===== config.mk =====
export PLATFORM = sky130hd
export DESIGN_NAME = plq_link_quality
export DESIGN_NICKNAME = d
export VERILOG_FILES = /design/src/logic/plq_pkg.sv /design/src/logic/plq_link_quality.sv
export SDC_FILE = /design/constraint.sdc
export NUM_CORES = 1
export LEC_CHECK = 0
export BUFFER_PORTS_ARGS = -buffer_cell sky130_fd_sc_hd__buf_2
export CAP_MARGIN = 15
export CORE_MARGIN = 1.5
export CORE_UTILIZATION = 32
export CTS_BUF_LIST = sky130_fd_sc_hd__clkbuf_8
export CTS_CLUSTER_SIZE = 40
export DETAILED_ROUTE_END_ITERATION = 10
export HOLD_SLACK_MARGIN = 0.05
export PLACE_DENSITY = 0.57
export REMOVE_ABC_BUFFERS = 1
export SETUP_SLACK_MARGIN = 0.2
export SLEW_MARGIN = 20
export SYNTH_ARGS = -nofsm -noshare
export SYNTH_HDL_FRONTEND = slang
export SYNTH_SLANG_ARGS = --single-unit

===== constraint.sdc =====
create_clock -name i_clk -period 5.1 [get_ports i_clk]
set_input_delay 0.51 -clock i_clk [delete_from_list [all_inputs] [get_ports i_clk]]
set_output_delay 0.51 -clock i_clk [all_outputs]
set_load 0.01 [all_outputs]

===== src/logic/plq_pkg.sv =====
// Package for link quality, strength and ranging capture block
package plq_pkg;
    // Bus geometry
    localparam int          ADR_W          = 8;
    localparam int          DAT_W          = 32;
    localparam int          SEL_W          = 4;

    // Register byte offsets
    localparam logic [7:0]  OFF_CTRL       = 8'h00;
    localparam logic [7:0]  OFF_LQ_STATUS  = 8'h04;
    localparam logic [7:0]  OFF_RANGE_TIME = 8'h08;
    localparam logic [7:0]  OFF_CAL_DELAY  = 8'h0C;
    localparam logic [7:0]  OFF_CEILING    = 8'h10;
    localparam logic [7:0]  OFF_BUSY_THR   = 8'h14;
    localparam logic [7:0]  OFF_CAP_STAT   = 8'h18;
    localparam logic [7:0]  OFF_PKT_COUNT  = 8'h1C;

    // Control field positions
    localparam int          CTRL_LQ_EN     = 0;
    localparam int          CTRL_VENDOR    = 1;
    localparam int          CTRL_RANGE_EN  = 2;
    localparam int          CTRL_W         = 3;

    // Status field positions
    localparam int          ST_CODE_LSB    = 0;
    localparam int          ST_STR_LSB     = 8;
    localparam int          ST_BUSY        = 16;
    localparam int          CAP_FLAG       = 0;
    localparam int          CAP_DIR_RX     = 1;
    localparam int          CAL_RX_LSB     = 16;

    // Reset values
    localparam logic [2:0]  CTRL_RST       = 3'h5;
    localparam logic [7:0]  CEILING_RST    = 8'hFF;
    localparam logic [15:0] BUSY_THR_RST   = 16'h8000;

    // Quality code encoding
    localparam int          EST_W          = 10;
    localparam int          EST_FRAC       = 2;
    localparam int          Q_W            = 9;
    localparam logic signed [8:0] SNR_DB_MIN = -9'sh6;
    localparam logic signed [8:0] SNR_DB_MAX = 9'sh18;
    localparam logic signed [8:0] CODE_OFS   = 9'sh7;
    localparam logic [7:0]  CODE_NONE      = 8'h00;
    localparam logic [7:0]  CODE_VENDOR    = 8'h80;

    // Strength scaling
    localparam int          ENERGY_W       = 16;
    localparam int          STR_SHIFT      = 8;

    // Ranging counter and timestamp layout
    localparam int          RCNT_W         = 15;
    localparam int          TS_LSB         = 3;
    localparam int          TS_W           = 32;
    localparam int          SYS_CLK_MHZ    = 200;
    localparam int          RANGE_CLK_MHZ  = 528;
    localparam int          TICK_WHOLE     = RANGE_CLK_MHZ / SYS_CLK_MHZ;
    localparam int          TICK_REM       = RANGE_CLK_MHZ % SYS_CLK_MHZ;
    localparam int          FRAC_W         = 8;
    localparam int          CAL_W          = 16;
endpackage


===== src/logic/plq_link_quality.sv =====
// Link quality code, strength, busy detect and ranging timestamp capture
//
// The address map and the Wishbone register port are this design's own decisions.
`timescale 1ns/1ps
`default_nettype none

module plq_link_quality #(
    parameter logic [15:0] TX_PATH_DELAY = 16'h0000,
    parameter logic [15:0] RX_PATH_DELAY = 16'h0000
) (
    input  wire logic                             i_clk,
    input  wire logic                             i_rstn,
    // Wishbone classic slave
    input  wire logic                             i_wb_cyc,
    input  wire logic                             i_wb_stb,
    input  wire logic                             i_wb_we,
    input  wire logic [plq_pkg::ADR_W-1:0]        i_wb_adr,
    input  wire logic [plq_pkg::SEL_W-1:0]        i_wb_sel,
    input  wire logic [plq_pkg::DAT_W-1:0]        i_wb_dat,
    output logic      [plq_pkg::DAT_W-1:0]        o_wb_dat,
    output logic                                  o_wb_ack,
    // Per-packet SNR estimate from the receiver
    input  wire logic                             i_snr_valid,
    input  wire logic signed [plq_pkg::EST_W-1:0] i_snr_estimate_db,
    input  wire logic                             i_snr_measurable,
    input  wire logic [6:0]                       i_vendor_quality,
    output logic      [7:0]                       o_quality_report_code,
    output logic                                  o_quality_valid,
    // Energy and busy detection
    input  wire logic                             i_energy_valid,
    input  wire logic [plq_pkg::ENERGY_W-1:0]     i_energy,
    input  wire logic                             i_preamble_detect,
    input  wire logic                             i_rx_active,
    output logic      [7:0]                       o_received_strength_value,
    output logic                                  o_channel_busy_detect,
    // Ranging reference point strobes
    input  wire logic                             i_tx_active,
    input  wire logic                             i_tx_ref_point,
    input  wire logic                             i_rx_ref_point,
    output logic      [plq_pkg::TS_W-1:0]         o_ranging_timestamp,
    output logic                                  o_ranging_captured,
    output logic      [plq_pkg::CAL_W-1:0]        o_ranging_tx_delay,
    output logic      [plq_pkg::CAL_W-1:0]        o_ranging_rx_delay
);
    import plq_pkg::*;

    // Register map, byte addresses, 32-bit words:
    //   00h control, read-write
    //       bit 0  quality reporting enable
    //       bit 1  vendor code mode
    //       bit 2  ranging capture enable
    //   04h link status, read-only
    //       bits 7:0   last quality code
    //       bits 15:8  last strength value
    //       bit 16     channel busy
    //   08h ranging timestamp, read-only
    //       bits 17:3  captured count, rest zero
    //   0Ch path-delay constants, read-only
    //       bits 15:0  transmit delay
    //       bits 31:16 receive delay
    //   10h strength ceiling, read-write, bits 7:0
    //   14h busy energy threshold, read-write
    //   18h capture status
    //       bit 0  capture seen, write one to clear
    //       bit 1  last capture came from receive
    //   1Ch packet count, read-only, bits 15:0
    //
    // Unmapped addresses acknowledge with zero data.
    // Writes to read-only words are dropped quietly.
    //
    // Bus timing:
    //   Request taken on the edge it is seen.
    //   Ack stands for exactly one clock.
    //   Ack gates the request, so a strobe still
    //   high in the ack cycle cannot start a second
    //   access by accident.
    //
    // Quality path:
    //   Estimate arrives in quarter dB, signed.
    //   Code and valid pulse follow one clock later.
    //   Ties round upward, toward plus infinity.
    //   Code stands until the next packet.
    //
    // Strength path:
    //   Energy shifted down, then clipped at the
    //   ceiling; both steps keep the ordering.
    //   A ceiling of zero pins the value at zero.
    //
    // Ranging counter:
    //   The fast count is emulated on this clock
    //   by a fractional accumulator, so each edge
    //   advances it by two or three counts.
    //   Limitation: the stamp resolution is one
    //   system clock, not one fast count; the
    //   long-run rate is exact.
    //   Transmit wins when both strobes coincide while transmitting.
    //
    // Path-delay constants come from parameters
    // and are fixed per build; calibrate per board.

    typedef struct packed {
        logic [CTRL_W-1:0]   ctrl;
        logic [7:0]          ceiling;
        logic [ENERGY_W-1:0] busy_thr;
        logic [7:0]          quality;
        logic                quality_valid;
        logic [7:0]          strength;
        logic                busy;
        logic [15:0]         pkt_count;
        logic [RCNT_W-1:0]   rcount;
        logic [FRAC_W-1:0]   frac;
        logic [RCNT_W-1:0]   ts_count;
        logic                cap_pulse;
        logic                cap_flag;
        logic                cap_dir_rx;
        logic                ack;
        logic [DAT_W-1:0]    rdata;
    } plq_state_s;

    plq_state_s state;
    plq_state_s next_state;

    logic [1:0] rst_sync;
    logic       rst_n;

    // Reset release through two flops; assertion stays asynchronous
    always_ff @(posedge i_clk or negedge i_rstn) begin
        if (!i_rstn) begin
            rst_sync <= 2'h0;
        end else begin
            rst_sync <= {rst_sync[0], 1'b1};
        end
    end
    assign rst_n = rst_sync[1];

    function automatic logic reg_hit(input logic [ADR_W-1:0] adr,
                                     input logic [7:0]       off);
        reg_hit = (adr[ADR_W-1:2] == off[7:2]);
    endfunction

    function automatic logic [DAT_W-1:0] apply_sel(
        input logic [DAT_W-1:0] old_val,
        input logic [DAT_W-1:0] new_val,
        input logic [SEL_W-1:0] sel);
        logic [DAT_W-1:0] res;
        res = old_val;
        for (int b = 0; b < SEL_W; b++) begin
            if (sel[b]) begin
                res[b*8 +: 8] = new_val[b*8 +: 8];
            end
        end
        apply_sel = res;
    endfunction

    // Quarter-dB estimate to clamped standard code
    function automatic logic [7:0] encode_snr(
        input logic signed [EST_W-1:0] est);
        logic signed [EST_W:0] rounded;
        logic signed [Q_W-1:0] q;
        logic signed [Q_W-1:0] sum;
        // Half an LSB added before the arithmetic shift: nearest dB
        rounded = ($signed({est[EST_W-1], est}) + 11'sh2) >>> EST_FRAC;
        // Input span keeps the shifted value inside nine bits
        q = rounded[Q_W-1:0];

        // Clamp keeps mapping monotonic and out of the reserved span
        // Saturating, not wrapping: a strong link never reads as weak
        if (q < SNR_DB_MIN) begin
            q = SNR_DB_MIN;
        end else if (q > SNR_DB_MAX) begin
            q = SNR_DB_MAX;
        end

        // Offset moves the lowest whole dB onto code 01h
        sum = q + CODE_OFS;
        encode_snr = sum[7:0];
    endfunction

    logic                 wb_req;
    logic                 wb_wr;
    logic [DAT_W-1:0]     ctrl_word;
    logic [DAT_W-1:0]     ceil_word;
    logic [DAT_W-1:0]     thr_word;
    logic [DAT_W-1:0]     rd_word;
    logic [TS_W-1:0]      ts_word;
    logic [FRAC_W:0]      frac_sum;
    logic [RCNT_W-1:0]    tick_adv;
    logic [ENERGY_W-1:0]  str_scaled;
    logic [7:0]           str_clip;
    logic [7:0]           ceil_eff;
    logic                 tx_cap;
    logic                 rx_cap;

    // Unused counter bits are tied to zero here
    always_comb begin
        ts_word = '0;
        ts_word[TS_LSB +: RCNT_W] = state.ts_count;
    end

    always_comb begin
        next_state = state;
        next_state.quality_valid = 1'b0;
        next_state.cap_pulse = 1'b0;
        wb_req = i_wb_cyc && i_wb_stb && !state.ack;
        wb_wr = wb_req && i_wb_we;
        ctrl_word = '0;
        ceil_word = '0;
        thr_word = '0;
        rd_word = '0;


        // Free-running count, 2.64 ticks of 528 MHz per 5 ns clock
        // Remainder accumulates so no count is ever lost
        frac_sum = {1'b0, state.frac} + (FRAC_W+1)'(TICK_REM);
        tick_adv = RCNT_W'(TICK_WHOLE);
        if (frac_sum >= (FRAC_W+1)'(SYS_CLK_MHZ)) begin
            frac_sum = frac_sum - (FRAC_W+1)'(SYS_CLK_MHZ);
            tick_adv = RCNT_W'(TICK_WHOLE + 1);
        end
        next_state.frac = frac_sum[FRAC_W-1:0];
        next_state.rcount = state.rcount + tick_adv;


        // Reference strobe marks first sample of first CE symbol
        // Receive capture is masked while transmitting
        tx_cap = state.ctrl[CTRL_RANGE_EN] && i_tx_active
                 && i_tx_ref_point;
        rx_cap = state.ctrl[CTRL_RANGE_EN] && i_rx_active
                 && !i_tx_active && i_rx_ref_point;
        if (tx_cap || rx_cap) begin
            next_state.ts_count = state.rcount;
            next_state.cap_dir_rx = rx_cap;
            next_state.cap_pulse = 1'b1;
        end


        // Each packet replaces the code outright; no history kept
        if (i_snr_valid) begin
            next_state.quality_valid = 1'b1;
            next_state.pkt_count = state.pkt_count + 16'h0001;
            if (!state.ctrl[CTRL_LQ_EN] || !i_snr_measurable) begin
                next_state.quality = CODE_NONE;
            end else if (state.ctrl[CTRL_VENDOR]) begin
                next_state.quality = CODE_VENDOR | {1'b0, i_vendor_quality};
            end else begin
                // Wide input covers -6..+24 dB and beyond
                next_state.quality = encode_snr(i_snr_estimate_db);
            end
        end


        // Coarse scale then clip; both steps preserve ordering
        str_scaled = i_energy >> STR_SHIFT;
        str_clip = str_scaled[7:0];
        ceil_eff = state.ceiling;
        if (str_clip > ceil_eff) begin
            str_clip = ceil_eff;
        end
        if (i_energy_valid) begin
            next_state.strength = str_clip;
        end


        // One clock of latency, far inside any detect window
        next_state.busy = i_preamble_detect || i_rx_active
                          || (i_energy >= state.busy_thr);


        // Register reads
        // Decoded every cycle; only captured while a read is taken
        if (reg_hit(i_wb_adr, OFF_CTRL)) begin
            rd_word[CTRL_W-1:0] = state.ctrl;
        end else if (reg_hit(i_wb_adr, OFF_LQ_STATUS)) begin
            rd_word[ST_CODE_LSB +: 8] = state.quality;
            rd_word[ST_STR_LSB +: 8] = state.strength;
            rd_word[ST_BUSY] = state.busy;
        end else if (reg_hit(i_wb_adr, OFF_RANGE_TIME)) begin
            rd_word = ts_word;
        end else if (reg_hit(i_wb_adr, OFF_CAL_DELAY)) begin
            rd_word[CAL_W-1:0] = TX_PATH_DELAY;
            rd_word[CAL_RX_LSB +: CAL_W] = RX_PATH_DELAY;
        end else if (reg_hit(i_wb_adr, OFF_CEILING)) begin
            rd_word[7:0] = state.ceiling;
        end else if (reg_hit(i_wb_adr, OFF_BUSY_THR)) begin
            rd_word[ENERGY_W-1:0] = state.busy_thr;
        end else if (reg_hit(i_wb_adr, OFF_CAP_STAT)) begin
            rd_word[CAP_FLAG] = state.cap_flag;
            rd_word[CAP_DIR_RX] = state.cap_dir_rx;
        end else if (reg_hit(i_wb_adr, OFF_PKT_COUNT)) begin
            rd_word[15:0] = state.pkt_count;
        end


        // Register writes; read-only and unmapped addresses ignore data
        if (wb_wr && reg_hit(i_wb_adr, OFF_CTRL)) begin
            ctrl_word = apply_sel(DAT_W'(state.ctrl), i_wb_dat, i_wb_sel);
            next_state.ctrl = ctrl_word[CTRL_W-1:0];
        end
        if (wb_wr && reg_hit(i_wb_adr, OFF_CEILING)) begin
            ceil_word = apply_sel(DAT_W'(state.ceiling), i_wb_dat, i_wb_sel);
            next_state.ceiling = ceil_word[7:0];
        end
        if (wb_wr && reg_hit(i_wb_adr, OFF_BUSY_THR)) begin
            thr_word = apply_sel(DAT_W'(state.busy_thr), i_wb_dat, i_wb_sel);
            next_state.busy_thr = thr_word[ENERGY_W-1:0];
        end
        if (wb_wr && reg_hit(i_wb_adr, OFF_CAP_STAT) && i_wb_sel[0]
            && i_wb_dat[CAP_FLAG]) begin
            next_state.cap_flag = 1'b0;
        end
        // A capture in the clearing cycle still leaves the flag set
        if (tx_cap || rx_cap) begin
            next_state.cap_flag = 1'b1;
        end


        // Ack one clock after the taken edge, for one clock only
        next_state.ack = wb_req;
        if (wb_req && !i_wb_we) begin
            next_state.rdata = rd_word;
        end
    end

    always_ff @(posedge i_clk or negedge rst_n) begin
        if (!rst_n) begin
            state <= '0;
            state.ctrl <= CTRL_RST;
            state.ceiling <= CEILING_RST;
            state.busy_thr <= BUSY_THR_RST;
        end else begin
            state <= next_state;
        end
    end

    assign o_wb_ack = state.ack;
    assign o_wb_dat = state.rdata;
    assign o_quality_report_code = state.quality;
    assign o_quality_valid = state.quality_valid;
    assign o_received_strength_value = state.strength;
    assign o_channel_busy_detect = state.busy;
    assign o_ranging_timestamp = ts_word;
    assign o_ranging_captured = state.cap_pulse;
    // Constants measured per board; MAC applies them to timestamps
    assign o_ranging_tx_delay = TX_PATH_DELAY;
    assign o_ranging_rx_delay = RX_PATH_DELAY;

endmodule
`default_nettype wire


==> run metrics <==
DR vias 5320; Synth Cell Area 7260 um2; dpl ws 1.83 ns; Die W 154 um; Slew @ Worst Pin 0.935 ns; Cell Rows 54; ANT nets after route 0; Top Family by Delay on Critical Path compound AO/OA/AOI/OAI gates; total track usage 0.149; Sw Share 0.290; Worst path most repeated cell a21oi_1; CP max stage delay 0.33 ns; area of the multi-input gates 3350 um2; H-tree Lvls 4; Mapped Avg Cell Area 9.24 um2; simple-gate area share of the yosys netlist 0.149; Num CTS Buffers 17; chip height 154 um; RD Place Congestion 0.860; worst path arrival time 3.15 ns; initial antenna violation count 0; mux cell area share after synthesis 0.0565; Max Clk Rate 0.354 GHz; Synth cell types 61; Root Buffer clkbuf_8; Critical Path Start Type input pin; placed instance area 7510 um2; FFs w/ async S/R, synth 1.00; area leader, netlist dfrtp_1; Longest Clk Path Bufs 2; DRT iter0 DRCs 260; register bit total from synthesis 120; Final Max Tran Viols 0; drt first pass iters 4; CTS tree done; min Tclk post-route 2.83 ns; Register Area 3020 um2; clock tree sinks 120; Synth Area in Adders 0.0534; Max-slew headroom 0.372; Fin. Hold Viols 0; cts hold-fix bufs 1; final critical-path share of the clock period 0.554; Routed WL 17.4 mm; layout cells sized above 1 0.222; clk_lat worst skew 0.44 ns; leakage power 0.00390 uW; Setup TNS 0 ns; Vias/cell 4.65; status finished clean; total gr overflow 0; Filler cells 2312; share of power burned in registers 0.491; CP max-delay cell ha_1; Internal Power 1600 uW; DR DRC count 0; pin count of the biggest net entering global routing 68; Final Skew 0.0110 ns; final net count 972; largest family of logic cells by synthesized area buffers and inverters; fin area 7900 um2; post-synthesis sequential area ratio 0.415; Ports 206; RSZ-0062 raised after global routing false; vias in the first global route 4976; Pwr Density 285 nW/um2; CTS clk-pin slew, worst paths 0.07 ns; post-route setup slack 2.27 ns; DPL Wire Length 13.4 mm; crit path kind in -> reg; XOR/XNOR Fraction of Synth Area 0.0446; Cell Chain, Critical Path buf_2, ha_1, and3_2, and4_1, o21ai_1, a22o_1, a21oi_1, a21oi_1, ha_1, inv_1, o21ai_0, a21oi_1, a221oi_1, a31oi_1, o21a_1; CP endpoint kind register; max cap viols 0; ys flop type dfrtp_1; maximum VDD drop 138 uV; Comb power frac 0.151; count of yosys warnings during synthesis 0; die area 23600 um2; Min Hold Slack 0.272 ns; final setup violating endpoints 0; Clk pwr share 0.358; Post-CTS Resized 0; NetSw 652 uW; Post-synth EDFFs 0; Post-Syn Instances 786; Synth Area in Compound Gates 0.122; Area contributors post-synth dfrtp_1 38%, buf_4 12%, nand2_1 5.5%, ha_1 5.3%, dfstp_2 4.0%; maximum fanout along the worst path 11; Core Box Area 22000 um2; required time worst endpoint 5.42 ns; first-pass GRT wire length 27.2 mm; WP buf/inv 2; top-area cell type share of the netlist area 0.376; Avg WL per Cell 15.2 um; Initial Util 0.330; port bufs 121; worst min path class in -> reg; setup bufs post-CTS 0; area grow syn2layout 8.72%
worst register-to-register path: cells and delay by family (launching register included):
kind	cells	cell delay [ns]
fa+ha+maj	1	0.28
compound gates	6	1.11
mux	1	0.34
flops	1	0.58
buf+inv	1	0.05
sequential cells by signal (all words and copies together), names as in the netlist:
register                   cells
o_wb_ack                       1
o_received_strength_value      8
o_ranging_captured             1
o_ranging_timestamp           15
o_channel_busy_detect          1
o_wb_dat                      18
ceil_eff                       8
o_quality_valid                1
rst_sync                       2
o_quality_report_code          8
state                         57
layer usage:
layer  vias to the layer above  routed length (um)  GRT usage
li1                       2624                   -          -
met2                       168                8020      0.232
met3                        14                1130     0.0403
met5                         -                   0          0
met4                         0                 210     0.0402
met1                      2514                8010      0.204
per-stage QoR:
stage | utilization | std cells | total power [uW]
after global placement | 0.341 | 1111 | 1460
after CTS | 0.358 | 1144 | 2280
after global routing | 0.358 | 1144 | 2360
final | 0.358 | 1145 | 2250
after floorplan | - | 706 | 1310
after detailed placement | 0.341 | 1111 | 1460
cell usage in the layout (no fill, tap or decap), types with 14 or more instances in the layout:
cell	netlist	routed
o21ai_0	39	39
dfrtp_1	109	108
conb_1	2	64
nand3_1	18	18
ha_1	31	31
a21oi_1	39	39
clkbuf_8	0	21
nor2_1	52	52
buf_2	4	121
mux2i_1	23	23
mux2_2	14	14
nand2_1	107	107
xnor2_1	26	26
inv_1	40	43
kinds of logic (layout without fill, tap and decap cells):
group / after synthesis / count (layout)
and+or+nand+nor: 235 / 235
buffers and inverters: 183 / 199
AOI/OAI and AO/OA: 140 / 140
DFF: 120 / 120
muxes: 38 / 38
xor gates and xnor gates: 37 / 37
adders and majority gates: 31 / 31
other: 2 / 65
cell type report:
class,instances,share of cell area
clock inverters,11,0.0103
well taps,280,0.0444
repair buffers,126,0.0818
inverters,41,0.0195
clock buffers,21,0.0366
multi-input cells,545,0.425
flip-flops and latches,120,0.383
diodes,1,0.000317
Yosys cell counts, types with 3 or more instances:
cell and number:
a21o_1 9, a22oi_1 12, a31oi_1 6, dfrtp_1 109, nand4_1 10, o21ai_0 39
buf_2 4, ha_1 31, clkbuf_1 16, nor3_1 9, nand2_1 107, xor2_1 11
mux2i_1 23, buf_4 113, buf_1 3, clkbuf_2 3, nand3_1 18, inv_1 40
or4_1 3, a21oi_1 39, mux2_2 14, nor2b_1 7, nor4_1 3, nand2b_1 4
a221oi_1 7, and3_1 6, dfstp_2 11, xnor2_1 26, nor2_1 52, and2_1 5
a22o_1 8
worst paths after layout:
path,from,endpoint,slack [ns],cells past startpoint
worst max-delay path,i_snr_estimate_db[1],o_quality_report_code[4],2.27,15
worst min register to register,rst_sync[0],rst_sync[1],0.36,0
min in group asynchronous,i_rstn,rst_sync[1],0.38,2
worst min-delay path,i_wb_dat[11],state[119],0.27,3
worst max register to register,ceil_eff[3],o_received_strength_value[5],2.62,9
max in group asynchronous,rst_sync[1],state[33],3.48,1
power groups by stage:
stage	Combinational, uW	Clock (uW)	Sequential (uW)
2_1_floorplan	180	0	1130
3_5_place_dp	344	0	1120
6_report	340	805	1100
4_1_cts	346	829	1100
5_1_grt	384	864	1120
3_3_place_gp	338	0	1120
(Power assumes the default switching activity.)
